### src/include/gtc_pkg.sv
// Purpose: shared constants for the gated timer and capture/compare unit
// Assumes: 8-bit registers, one aligned 32-bit word each on AXI4-Lite
// Notes:   offsets are byte addresses
package gtc_pkg;
   localparam int          ADDR_W         = 8;
   localparam logic [7:0]  A_TIMER_CTRL   = 8'h00;
   localparam logic [7:0]  A_GATE_CTRL    = 8'h04;
   localparam logic [7:0]  A_CC_MODE      = 8'h08;
   localparam logic [7:0]  A_CC_LOW       = 8'h0C;
   localparam logic [7:0]  A_CC_HIGH      = 8'h10;
   localparam logic [7:0]  A_COUNT_LOW    = 8'h14;
   localparam logic [7:0]  A_COUNT_HIGH   = 8'h18;
   localparam logic [7:0]  A_IRQ_EN       = 8'h1C;
   localparam logic [7:0]  A_FLAGS        = 8'h20;
   // field positions
   localparam int          TIMER_ON_POS   = 0;
   localparam int          GATE_EN_POS    = 7;
   localparam int          GATE_POL_POS   = 6;
   localparam int          GATE_TOG_POS   = 5;
   localparam int          GATE_VAL_POS   = 2;
   localparam int          CC_FLAG_POS    = 2;
   localparam logic [7:0]  GATE_WR_MASK   = 8'hFB;
   localparam logic [7:0]  RESET_BYTE     = 8'h00;
   // gate sources
   localparam logic [1:0]  SRC_PIN        = 2'h0;
   localparam logic [1:0]  SRC_T0_OVF     = 2'h1;
   localparam logic [1:0]  SRC_T2_MATCH   = 2'h2;
   localparam logic [1:0]  SRC_WDT        = 2'h3;
   // mode codes
   localparam logic [3:0]  M_OFF          = 4'h0;
   localparam logic [3:0]  M_RSV1         = 4'h1;
   localparam logic [3:0]  M_CMP_TOGGLE   = 4'h2;
   localparam logic [3:0]  M_RSV3         = 4'h3;
   localparam logic [3:0]  M_CAP_FALL     = 4'h4;
   localparam logic [3:0]  M_CAP_RISE     = 4'h5;
   localparam logic [3:0]  M_CAP_RISE4    = 4'h6;
   localparam logic [3:0]  M_CAP_RISE16   = 4'h7;
   localparam logic [3:0]  M_CMP_SET      = 4'h8;
   localparam logic [3:0]  M_CMP_CLR      = 4'h9;
   localparam logic [3:0]  M_CMP_SOFT     = 4'hA;
   localparam logic [3:0]  M_CMP_SPECIAL  = 4'hB;
   localparam logic [3:0]  CAP_DIV4_LAST  = 4'h3;
   localparam logic [3:0]  CAP_DIV16_LAST = 4'hF;
   // watchdog base interval in system clocks, scaled by the prescaler only when it is assigned to the watchdog
   localparam logic [15:0] WDT_BASE_CYCLES = 16'h0010;
   localparam logic [1:0]  RESP_OKAY      = 2'h0;
   localparam logic [1:0]  RESP_SLVERR    = 2'h2;

   function automatic logic is_capture(input logic [3:0] m);
      return m[3:2] == 2'h1;
   endfunction

   function automatic logic is_compare(input logic [3:0] m);
      return (m == M_CMP_TOGGLE) || (m[3:2] == 2'h2);
   endfunction
endpackage

### src/verilog/cc_capture_edge.sv
// Purpose: capture event detector with edge select and 1/4/16 prescale
// Assumes: pin already synchronous to clk
// Notes:   prescale count restarts whenever the mode changes
`timescale 1ns/1ps
`default_nettype none
module cc_capture_edge import gtc_pkg::*; (
   input  wire logic       clk,      // system clock
   input  wire logic       srst,     // sync reset
   input  wire logic [3:0] mode,     // capture/compare mode
   input  wire logic       pin,      // capture input pin
   output logic            evt       // one-cycle capture event
);
   logic       pin_prev_r;
   logic [3:0] div_r;
   logic [3:0] mode_prev_r;
   logic       rise;
   logic       fall;
   logic [3:0] last;

   assign rise = pin & ~pin_prev_r;
   assign fall = ~pin & pin_prev_r;
   assign last = (mode == M_CAP_RISE16) ? CAP_DIV16_LAST :
                 (mode == M_CAP_RISE4)  ? CAP_DIV4_LAST  : 4'h0;

   always_ff @(posedge clk) begin
      if (srst) begin
         pin_prev_r  <= 1'b0;
         mode_prev_r <= M_OFF;
      end else begin
         pin_prev_r  <= pin;
         mode_prev_r <= mode;
      end
   end

   always_ff @(posedge clk) begin
      if (srst || !is_capture(mode) || mode != mode_prev_r) begin
         div_r <= 4'h0;
      end else if (rise) begin
         div_r <= (div_r == last) ? 4'h0 : div_r + 4'h1;
      end
   end

   always_comb begin
      evt = 1'b0;
      if (mode == mode_prev_r) begin
         if (mode == M_CAP_FALL) evt = fall;
         else if (is_capture(mode)) evt = rise && (div_r == last);
      end
   end
endmodule
`default_nettype wire

### src/verilog/wdt_gate_counter.sv
// Purpose: watchdog interval counter used as a gate source
// Assumes: clear is a one-cycle pulse from any watchdog-clearing operation
// Notes:   prescaler changes mid-interval shorten or stretch that interval
`timescale 1ns/1ps
`default_nettype none
module wdt_gate_counter import gtc_pkg::*; (
   input  wire logic       clk,      // system clock
   input  wire logic       srst,     // sync reset
   input  wire logic       run,      // oscillator and counter on
   input  wire logic       clear,    // restart interval
   input  wire logic       prescaler_assign,      // prescaler assigned to watchdog
   input  wire logic [2:0] rate,     // prescaler rate
   output logic            ovf       // one-cycle overflow pulse
);
   logic [15:0] cnt_r;
   logic [15:0] period;

   assign period = prescaler_assign ? (WDT_BASE_CYCLES << rate) : WDT_BASE_CYCLES;

   always_ff @(posedge clk) begin
      if (srst || clear || !run) begin
         cnt_r <= 16'h0000;
         ovf   <= 1'b0;
      end else if (cnt_r >= period - 16'h0001) begin
         cnt_r <= 16'h0000;
         ovf   <= 1'b1;
      end else begin
         cnt_r <= cnt_r + 16'h0001;
         ovf   <= 1'b0;
      end
   end
endmodule
`default_nettype wire

### src/verilog/timer_gate_ccp.sv
// Purpose: gated 16-bit timer with capture/compare mode unit, AXI4-Lite regs
// Assumes: TIMER_TICK is a one-cycle pulse per rising edge of the timer clock
// Notes:   PWM waveform is not generated here; duty bits are only stored
// Operation
// - count freely unless gate enable set
// - gate active increments, inactive holds count
// - polarity bit selects low or high active
// - two-bit field picks one of four sources
// - timer0 rollover makes a gate pulse
// - timer2 period clear makes a gate pulse
// - gate on watchdog source powers watchdog
// - prescaler settings still set watchdog interval
// - watchdog reset/wake only with enable config
// - any watchdog clear restarts gate interval
// - mode zero turns unit off, resets it
// - reserved modes select nothing
// - capture on fall, rise, 4th, 16th
// - toggle mode flips output, sets flag
// - set or clear output on match, flag
// - soft mode only sets the flag
// - special mode flags, clears timer, starts conversion
// - PWM codes; duty low bits stored
// - mode register top bits read zero
// - timer is a 16-bit byte pair
`timescale 1ns/1ps
`default_nettype none
module timer_gate_ccp import gtc_pkg::*; (
   input  wire logic              CLK_SYS,       // 25 MHz system clock
   input  wire logic              SRST,          // sync reset, active high
   input  wire logic [ADDR_W-1:0] AWADDR,        // write address
   input  wire logic              AWVALID,       // write address valid
   output logic                   AWREADY,       // write address ready
   input  wire logic [31:0]       WDATA,         // write data
   input  wire logic [3:0]        WSTRB,         // write strobes
   input  wire logic              WVALID,        // write data valid
   output logic                   WREADY,        // write data ready
   output logic [1:0]             BRESP,         // write response
   output logic                   BVALID,        // write response valid
   input  wire logic              BREADY,        // write response ready
   input  wire logic [ADDR_W-1:0] ARADDR,        // read address
   input  wire logic              ARVALID,       // read address valid
   output logic                   ARREADY,       // read address ready
   output logic [31:0]            RDATA,         // read data
   output logic [1:0]             RRESP,         // read response
   output logic                   RVALID,        // read data valid
   input  wire logic              RREADY,        // read data ready
   input  wire logic              TIMER_TICK,    // timer clock rising edge
   input  wire logic              GATE_INPUT,    // external gate pin
   input  wire logic [7:0]        TIMER0_COUNT,  // 8-bit timer0 count
   input  wire logic [7:0]        TIMER2_COUNT,  // timer2 count
   input  wire logic [7:0]        TIMER2_PERIOD, // timer2 period value
   input  wire logic              PRESCALER_ASSIGN, // prescaler on watchdog
   input  wire logic [2:0]        PRESCALER_RATE,   // prescaler rate
   input  wire logic              WATCHDOG_ENABLE_CONFIG, // watchdog enable
   input  wire logic              WATCHDOG_CLEAR,  // clear, sleep or wake pulse
   input  wire logic              SLEEP_ACTIVE,    // device asleep
   input  wire logic              CC_INPUT_PIN,    // capture input
   input  wire logic              ADC_ENABLE,      // converter enabled
   output logic                   CC_OUTPUT_PIN,   // compare output
   output logic                   ADC_START,       // conversion start pulse
   output logic                   WDT_OSC_ON,      // watchdog running
   output logic                   WDT_RESET_REQ,   // watchdog reset pulse
   output logic                   WDT_WAKE_REQ     // watchdog wake pulse
);
   logic [7:0]  ctrl_r;
   logic [7:0]  gcon_r;
   logic [5:0]  mode_r;
   logic [15:0] ccval_r;
   logic [15:0] count_r;
   logic [7:0]  irqen_r;
   logic [7:0]  flags_r;
   logic        aw_full_r;
   logic        w_full_r;
   logic [7:0]  aw_addr_r;
   logic [7:0]  w_data_r;
   logic        w_lane0_r;
   logic        t0_prev_valid_r;
   logic [7:0]  t0_prev_r;
   logic [7:0]  t2_prev_r;
   logic        t0_ovf_r;
   logic        t2_match_r;
   logic        src_prev_r;
   logic        toggle_r;
   logic        match_prev_r;
   logic        wdt_ovf;
   logic        cap_evt;
   logic        wr_do;
   logic        wr_en;
   logic        gate_en;
   logic        gate_pol;
   logic        gate_tog;
   logic [1:0]  gate_src;
   logic        src_raw;
   logic        src_lvl;
   logic        gate_active;
   logic        inc_en;
   logic        cnt_wr;
   logic        cmp_hit;
   logic        cap_hit;
   logic        special_hit;
   logic        wdt_run;
   logic [3:0]  mode;
   logic [7:0]  rd_byte;
   logic        rd_hit;

   assign gate_en  = gcon_r[GATE_EN_POS];
   assign gate_pol = gcon_r[GATE_POL_POS];
   assign gate_tog = gcon_r[GATE_TOG_POS];
   assign gate_src = gcon_r[1:0];
   assign mode     = mode_r[3:0];

   // ---- AXI4-Lite write: one at a time, ready drops until B completes
   assign wr_do = aw_full_r && w_full_r && !BVALID;
   assign wr_en = wr_do && w_lane0_r;

   always_ff @(posedge CLK_SYS) begin
      if (SRST) begin
         aw_full_r <= 1'b0;
         w_full_r  <= 1'b0;
         AWREADY   <= 1'b1;
         WREADY    <= 1'b1;
         aw_addr_r <= 8'h00;
         w_data_r  <= 8'h00;
         w_lane0_r <= 1'b0;
         BVALID    <= 1'b0;
         BRESP     <= RESP_OKAY;
      end else begin
         if (AWVALID && AWREADY) begin
            aw_full_r <= 1'b1;
            AWREADY   <= 1'b0;
            aw_addr_r <= AWADDR;
         end
         if (WVALID && WREADY) begin
            w_full_r  <= 1'b1;
            WREADY    <= 1'b0;
            w_data_r  <= WDATA[7:0];
            w_lane0_r <= WSTRB[0];
         end
         if (wr_do) begin
            BVALID <= 1'b1;
            BRESP  <= addr_ok(aw_addr_r) ? RESP_OKAY : RESP_SLVERR;
         end
         if (BVALID && BREADY) begin
            BVALID    <= 1'b0;
            aw_full_r <= 1'b0;
            w_full_r  <= 1'b0;
            AWREADY   <= 1'b1;
            WREADY    <= 1'b1;
         end
      end
   end

   function automatic logic addr_ok(input logic [7:0] a);
      return (a[1:0] == 2'h0) && (a <= A_FLAGS);
   endfunction

   // ---- AXI4-Lite read: answer one cycle after the address
   always_comb begin
      rd_byte = 8'h00;
      rd_hit  = 1'b1;
      unique case (ARADDR)
         A_TIMER_CTRL: rd_byte = ctrl_r;
         A_GATE_CTRL:  rd_byte = gcon_r;
         A_CC_MODE:    rd_byte = {2'h0, mode_r};
         A_CC_LOW:     rd_byte = ccval_r[7:0];
         A_CC_HIGH:    rd_byte = ccval_r[15:8];
         A_COUNT_LOW:  rd_byte = count_r[7:0];
         A_COUNT_HIGH: rd_byte = count_r[15:8];
         A_IRQ_EN:     rd_byte = irqen_r;
         A_FLAGS:      rd_byte = flags_r;
         default:      rd_hit  = 1'b0;
      endcase
   end

   always_ff @(posedge CLK_SYS) begin
      if (SRST) begin
         ARREADY <= 1'b1;
         RVALID  <= 1'b0;
         RDATA   <= 32'h0000_0000;
         RRESP   <= RESP_OKAY;
      end else if (ARVALID && ARREADY) begin
         ARREADY <= 1'b0;
         RVALID  <= 1'b1;
         RDATA   <= {24'h00_0000, rd_byte};
         RRESP   <= rd_hit ? RESP_OKAY : RESP_SLVERR;
      end else if (RVALID && RREADY) begin
         ARREADY <= 1'b1;
         RVALID  <= 1'b0;
      end
   end

   // ---- control registers
   always_ff @(posedge CLK_SYS) begin
      if (SRST) begin
         ctrl_r  <= RESET_BYTE;
         mode_r  <= 6'h00;
         ccval_r <= 16'h0000;
         irqen_r <= RESET_BYTE;
      end else begin
         if (wr_en && aw_addr_r == A_TIMER_CTRL) ctrl_r <= w_data_r;
         if (wr_en && aw_addr_r == A_CC_MODE) mode_r <= w_data_r[5:0];
         if (wr_en && aw_addr_r == A_IRQ_EN) irqen_r <= w_data_r;
         if (cap_hit) ccval_r <= count_r;
         else if (wr_en && aw_addr_r == A_CC_LOW) ccval_r[7:0] <= w_data_r;
         else if (wr_en && aw_addr_r == A_CC_HIGH) ccval_r[15:8] <= w_data_r;
      end
   end

   // gate value status bit follows the live gate
   always_ff @(posedge CLK_SYS) begin
      if (SRST) begin
         gcon_r <= RESET_BYTE;
      end else begin
         if (wr_en && aw_addr_r == A_GATE_CTRL) begin
            gcon_r <= (w_data_r & GATE_WR_MASK) | (gcon_r & ~GATE_WR_MASK);
         end else begin
            gcon_r[GATE_VAL_POS] <= gate_active;
         end
      end
   end

   // event flag: hardware set beats a software write in the same cycle
   always_ff @(posedge CLK_SYS) begin
      if (SRST) begin
         flags_r <= RESET_BYTE;
      end else begin
         if (wr_en && aw_addr_r == A_FLAGS) flags_r <= w_data_r;
         if (cap_hit || cmp_hit) flags_r[CC_FLAG_POS] <= 1'b1;
      end
   end

   // ---- internal gate pulses from neighbouring timers
   always_ff @(posedge CLK_SYS) begin
      if (SRST) begin
         t0_prev_valid_r <= 1'b0;
         t0_prev_r  <= 8'h00;
         t2_prev_r  <= 8'h00;
         t0_ovf_r   <= 1'b0;
         t2_match_r <= 1'b0;
      end else begin
         t0_prev_valid_r <= 1'b1;
         t0_prev_r  <= TIMER0_COUNT;
         t2_prev_r  <= TIMER2_COUNT;
         t0_ovf_r   <= t0_prev_valid_r && t0_prev_r == 8'hFF && TIMER0_COUNT == 8'h00;
         t2_match_r <= t0_prev_valid_r && t2_prev_r == TIMER2_PERIOD
                       && TIMER2_COUNT == 8'h00;
      end
   end

   assign wdt_run = (gate_en && gate_src == SRC_WDT) || WATCHDOG_ENABLE_CONFIG;

   wdt_gate_counter u_wdt (
      .clk   (CLK_SYS),
      .srst  (SRST),
      .run   (wdt_run),
      .clear (WATCHDOG_CLEAR),
      .prescaler_assign   (PRESCALER_ASSIGN),
      .rate  (PRESCALER_RATE),
      .ovf   (wdt_ovf)
   );

   // reset and wake never follow from gate use alone
   always_ff @(posedge CLK_SYS) begin
      if (SRST) begin
         WDT_OSC_ON    <= 1'b0;
         WDT_RESET_REQ <= 1'b0;
         WDT_WAKE_REQ  <= 1'b0;
      end else begin
         WDT_OSC_ON    <= wdt_run;
         WDT_RESET_REQ <= wdt_ovf && WATCHDOG_ENABLE_CONFIG && !SLEEP_ACTIVE;
         WDT_WAKE_REQ  <= wdt_ovf && WATCHDOG_ENABLE_CONFIG && SLEEP_ACTIVE;
      end
   end

   // ---- gate selection, polarity and toggle
   always_comb begin
      unique case (gate_src)
         SRC_PIN:      src_raw = GATE_INPUT;
         SRC_T0_OVF:   src_raw = t0_ovf_r;
         SRC_T2_MATCH: src_raw = t2_match_r;
         SRC_WDT:      src_raw = wdt_ovf;
      endcase
   end

   assign src_lvl     = gate_pol ? src_raw : ~src_raw;
   // pulse sources only make sense with toggle; software must pick it
   assign gate_active = gate_tog ? toggle_r : src_lvl;

   always_ff @(posedge CLK_SYS) begin
      if (SRST || !gate_en || !gate_tog) begin
         toggle_r   <= 1'b0;
         src_prev_r <= 1'b0;
      end else begin
         src_prev_r <= src_lvl;
         if (src_lvl && !src_prev_r) toggle_r <= ~toggle_r;
      end
   end

   // ---- the 16-bit timer
   assign inc_en = ctrl_r[TIMER_ON_POS] && TIMER_TICK && (!gate_en || gate_active);
   assign cnt_wr = wr_en && (aw_addr_r == A_COUNT_LOW || aw_addr_r == A_COUNT_HIGH);

   always_ff @(posedge CLK_SYS) begin
      if (SRST) begin
         count_r <= 16'h0000;
      end else if (wr_en && aw_addr_r == A_COUNT_LOW) begin
         count_r[7:0] <= w_data_r;
      end else if (wr_en && aw_addr_r == A_COUNT_HIGH) begin
         count_r[15:8] <= w_data_r;
      end else if (special_hit) begin
         count_r <= 16'h0000;
      end else if (inc_en) begin
         count_r <= count_r + 16'h0001;
      end
   end

   // ---- capture and compare
   cc_capture_edge u_cap (
      .clk  (CLK_SYS),
      .srst (SRST),
      .mode (mode),
      .pin  (CC_INPUT_PIN),
      .evt  (cap_evt)
   );

   assign cap_hit     = cap_evt && is_capture(mode);
   // edge of equality so a held timer does not re-fire each cycle
   assign cmp_hit     = is_compare(mode) && count_r == ccval_r && !match_prev_r;
   assign special_hit = cmp_hit && mode == M_CMP_SPECIAL;

   always_ff @(posedge CLK_SYS) begin
      if (SRST || mode == M_OFF) begin
         match_prev_r  <= 1'b0;
         CC_OUTPUT_PIN <= 1'b0;
         ADC_START     <= 1'b0;
      end else begin
         match_prev_r <= is_compare(mode) && count_r == ccval_r;
         ADC_START    <= special_hit && ADC_ENABLE;
         if (cmp_hit) begin
            unique case (mode)
               M_CMP_TOGGLE: CC_OUTPUT_PIN <= ~CC_OUTPUT_PIN;
               M_CMP_SET:    CC_OUTPUT_PIN <= 1'b1;
               M_CMP_CLR:    CC_OUTPUT_PIN <= 1'b0;
               default:      CC_OUTPUT_PIN <= CC_OUTPUT_PIN;
            endcase
         end
      end
   end
endmodule
`default_nettype wire

### config.mk
export PLATFORM = sky130hd
export DESIGN_NAME = timer_gate_ccp
export DESIGN_NICKNAME = d
export VERILOG_FILES = /design/src/include/gtc_pkg.sv /design/src/verilog/cc_capture_edge.sv /design/src/verilog/wdt_gate_counter.sv /design/src/verilog/timer_gate_ccp.sv
export SDC_FILE = /design/constraint.sdc
export NUM_CORES = 1
export LEC_CHECK = 0
export ABC_AREA = 0
export BUFFER_PORTS_ARGS = -buffer_cell sky130_fd_sc_hd__buf_2
export CORE_ASPECT_RATIO = 2
export CORE_MARGIN = 3
export CORE_UTILIZATION = 56
export DETAILED_ROUTE_END_ITERATION = 16
export MAX_ROUTING_LAYER = met4
export PLACE_DENSITY = 0.91
export RECOVER_POWER = 100
export REMOVE_ABC_BUFFERS = 1
export SYNTH_ARGS = -nofsm -noshare
export SYNTH_HDL_FRONTEND = slang
export SYNTH_SLANG_ARGS = --single-unit
### constraint.sdc
create_clock -name CLK_SYS -period 4.9 [get_ports CLK_SYS]
set_clock_uncertainty 0.2 [all_clocks]
set_input_delay 0.245 -clock CLK_SYS [delete_from_list [all_inputs] [get_ports CLK_SYS]]
set_output_delay 0.245 -clock CLK_SYS [all_outputs]
set_load 0.02 [all_outputs]
==> results.py <==
metrics = {
    "run_status": {
        "run_status": "finished with violations",
        "failing_checks": "max-capacitance violations, max-slew violations",
    },
    "min_path": {
        "timing.hold.worst_path_depth": 3,
        "min_path_type": "in -> reg",
    },
    "drt": {
        "totalWireLength_mm": 23.5,
        "post_drt_wl_per_cell_um": 18.6,
        "drt_pre_antenna_iters": 7,
        "drt_first_iter_violations": 563,
        "drc": 0,
        "drt.antenna.violating_nets": 0,
        "vias_per_cell": 6.08,
        "dr_total_vias": 7695,
    },
    "floorplan": {
        "ios": 140,
        "core_area_um2": 14000,
        "initial_utilization_pct": 57.2,
        "row_count": 61,
        "die-area_um2": 15800,
        "chipWidth_um": 90.5,
        "die_height_um": 175,
    },
    "final_layout": {
        "most_frequent_cells_in_the_layout": "sky130_fd_sc_hd__dfxtp_1, sky130_fd_sc_hd__nand2_1, sky130_fd_sc_hd__nor2_1",
        "post_route_cells_drive_above_1_share_pct": 9.11,
        "reg_top3": "ccval_r (16), count_r (16), u_wdt.cnt_r (16)",
        "insertedDiodeCount": 0,
        "layout.cells.most_common": "sky130_fd_sc_hd__dfxtp_1",
        "final_nets": 1173,
        "syn_to_final_growth_pct": 17.5,
    },
    "synth": {
        "ys_async_rst_share_pct": 0,
        "synth-seq-cells": 157,
        "synth_top_flop_cell": "sky130_fd_sc_hd__dfxtp_1",
        "ys_seq_area_share_pct": 39.3,
        "postSynthAreaPerCell_um2": 8.35,
        "synth_area_leaders": "sky130_fd_sc_hd__dfxtp_1, sky130_fd_sc_hd__mux2i_1, sky130_fd_sc_hd__nand2_1, sky130_fd_sc_hd__nor2_1, sky130_fd_sc_hd__a21oi_1",
        "synth_top_area_share_pct": 39.3,
        "netlist.top_cell.by_area": "sky130_fd_sc_hd__dfxtp_1",
        "yosysUniqueCellTypes": 66,
        "syn_area_um2": 7990,
        "post_syn_instances": 957,
        "synth_edf_count": 0,
        "synth_warnings": 0,
    },
    "cts": {
        "cts_root_buffer": "sky130_fd_sc_hd__clkbuf_16",
        "tritoncts": "done",
        "clkSinkCount": 157,
        "cts.clk_slew.worst_paths_ns": 0.07,
        "h-tree-depth": 4,
        "cts-resized-gates": 0,
        "clkLatencyLatePin_ns": 0.44,
        "cts_made_buffers": 17,
        "cts-root-to-sink-buffers": 2,
    },
    "sta": {
        "max_clock_freq_ghz": 0.256,
        "fin_tns_setup_ns": 0,
        "grt_setup_unrepaired": "no",
        "tightest_slew_ns": 2.77,
        "slew_hr_pct": -86.2,
        "hold_ws_ns": 0.0263,
        "finalCritPeriodShare_pct": 79.8,
        "finalCriticalPeriod_ns": 3.91,
        "final_hold_viol_count": 0,
        "setup_viol": 0,
        "slew_violations": 59,
    },
    "critical_path": {
        "critical-path-max-stage-delay_ns": 2.15,
        "path_cells": "or4_1 -> nor4_1 -> mux2i_1 -> a31oi_1",
        "crit_type": "reg -> reg",
        "number_of_logic_stages_on_the_critical_path_including_buffering": 4,
        "r2r_cells": 4,
        "cp-end-kind": "flop",
        "crit_slowest_cell": "sky130_fd_sc_hd__nor4_1",
        "critical_path_at_ns": 3.93,
        "worst_path_dominant_cell_family": "simple AND/OR/NAND/NOR gates",
        "worst-path-max-fanout": 8,
        "wp_data_required_ns": 4.92,
        "reg2reg_slack_ns": 0.99,
        "timing.critical_path.buf_inv": 0,
        "critical_path_source_type": "flop",
    },
    "run": {
        "drv_cap": 2,
    },
    "place": {
        "final_replace_weighted_congestion": 1.00,
        "io_port_bufs": 86,
        "place.detailed.hpwl_mm": 15.8,
    },
    "global_route": {
        "grt_max_degree": 74,
        "groute.usage.overall_pct": 30.4,
        "antenna_violations_before_repair": 0,
        "grt_remaining_overflow": 0,
        "first_global_vias": 7652,
        "grt_pass1_wl_mm": 37.4,
    },
    "power_and_ir_drop": {
        "vdd_ir_drop_max_mv": 0.241,
        "power_density_nw_per_um2": 299,
        "p_leak_nw": 3.57,
    },
}
## report_power, final
group | switching (mW) | internal (mW) | leakage, nW | total [mW]
logic | 0.125 | 0.0896 | 2.03 | 0.214
clock network | 0.593 | 0.668 | 0.267 | 1.26
registers | 0.0318 | 1.30 | 1.28 | 1.33
total | 0.750 | 2.06 | 3.57 | 2.81
## metrics by stage
step,power [mW],util (%),std cells,area [um2],setup slack [ns]
finish,2.81,67.2,1265,9390,0.988
global placement,1.53,59.9,1177,8370,1.56
CTS,2.80,67.9,1265,9490,1.77
detailed placement,1.53,59.9,1177,8370,1.47
floorplan,1.45,-,896,7650,1.99
global route,2.87,67.2,1265,9390,0.851
## layout make-up
cell class	instances	area, um2
Tap cell	189	236
Fill cell	1110	4580
Timing Repair Buffer	148	982
Multi-Input combinational cell	730	4440
Clock buffer	18	429
Sequential cell	157	3140
Clock inverter	14	125
Inverter	9	33.8
## worst min-delay path: cells and delay by family
kind	cells	cell delay, ns
AOI/OAI and AO/OA	1	0.15
buffers and inverters	1	0.16
and+or+nand+nor	1	0.05
## timing repair
item	in CTS	in global routing
hold buffers	56	0
buffers inserted	0	0
hold endpoints to repair	48	0
## metal layers
metal	vias up	wire [um]	track usage [%]	part of all wire, %
li1	3534	-	-	-
met1	3571	7920	28.7	34
met4	0	2060	25.7	8.8
met3	166	1660	7.15	7.1
met5	-	0	-	0
met2	424	11900	51.3	50
## logic make-up after synthesis
logic type	Yosys count	share of synthesized area, %
compound gates	192	15.3
mux	63	7.94
flops	157	39.3
buf+inv	97	5.96
other cells	2	0.0939
fa+ha+maj	16	2.50
xor+xnor	45	4.93
simple gates	385	24.0
## path summary, 6_finish.rpt
| kind | startpoint | endpoint |
|---|---|---|
| setup / recovery | aw_addr_r[0] | flags_r[2] |
| setup reg to reg | aw_addr_r[0] | flags_r[2] |
| hold / removal | AWVALID | aw_full_r |
| hold reg to reg | RDATA[1] | RDATA[1] |
## cell usage after synthesis (4+ instances only)
library cell	n
sky130_fd_sc_hd__nand2b_1	10
sky130_fd_sc_hd__nor3_1	11
sky130_fd_sc_hd__nor3b_1	9
sky130_fd_sc_hd__or4_1	6
sky130_fd_sc_hd__o41ai_1	4
sky130_fd_sc_hd__or3_1	6
sky130_fd_sc_hd__a21o_1	8
sky130_fd_sc_hd__buf_1	9
sky130_fd_sc_hd__a211oi_1	21
sky130_fd_sc_hd__a21oi_1	68
sky130_fd_sc_hd__clkbuf_1	46
sky130_fd_sc_hd__inv_1	8
sky130_fd_sc_hd__mux2i_1	60
sky130_fd_sc_hd__xnor2_1	22
sky130_fd_sc_hd__nor2b_1	32
sky130_fd_sc_hd__dfxtp_1	157
sky130_fd_sc_hd__o22ai_1	8
sky130_fd_sc_hd__a31oi_1	6
sky130_fd_sc_hd__or2_2	4
sky130_fd_sc_hd__o21ai_0	34
sky130_fd_sc_hd__nand3_1	31
sky130_fd_sc_hd__nor4_1	9
sky130_fd_sc_hd__buf_2	6
sky130_fd_sc_hd__ha_1	16
sky130_fd_sc_hd__o31ai_1	5
sky130_fd_sc_hd__nand2_1	111
sky130_fd_sc_hd__xor2_1	23
sky130_fd_sc_hd__buf_4	26
sky130_fd_sc_hd__nor2_1	106
sky130_fd_sc_hd__nand4_1	11
sky130_fd_sc_hd__a22oi_1	9
sky130_fd_sc_hd__and3_1	11
sky130_fd_sc_hd__nand3b_1	6
(Power assumes the default switching activity.)
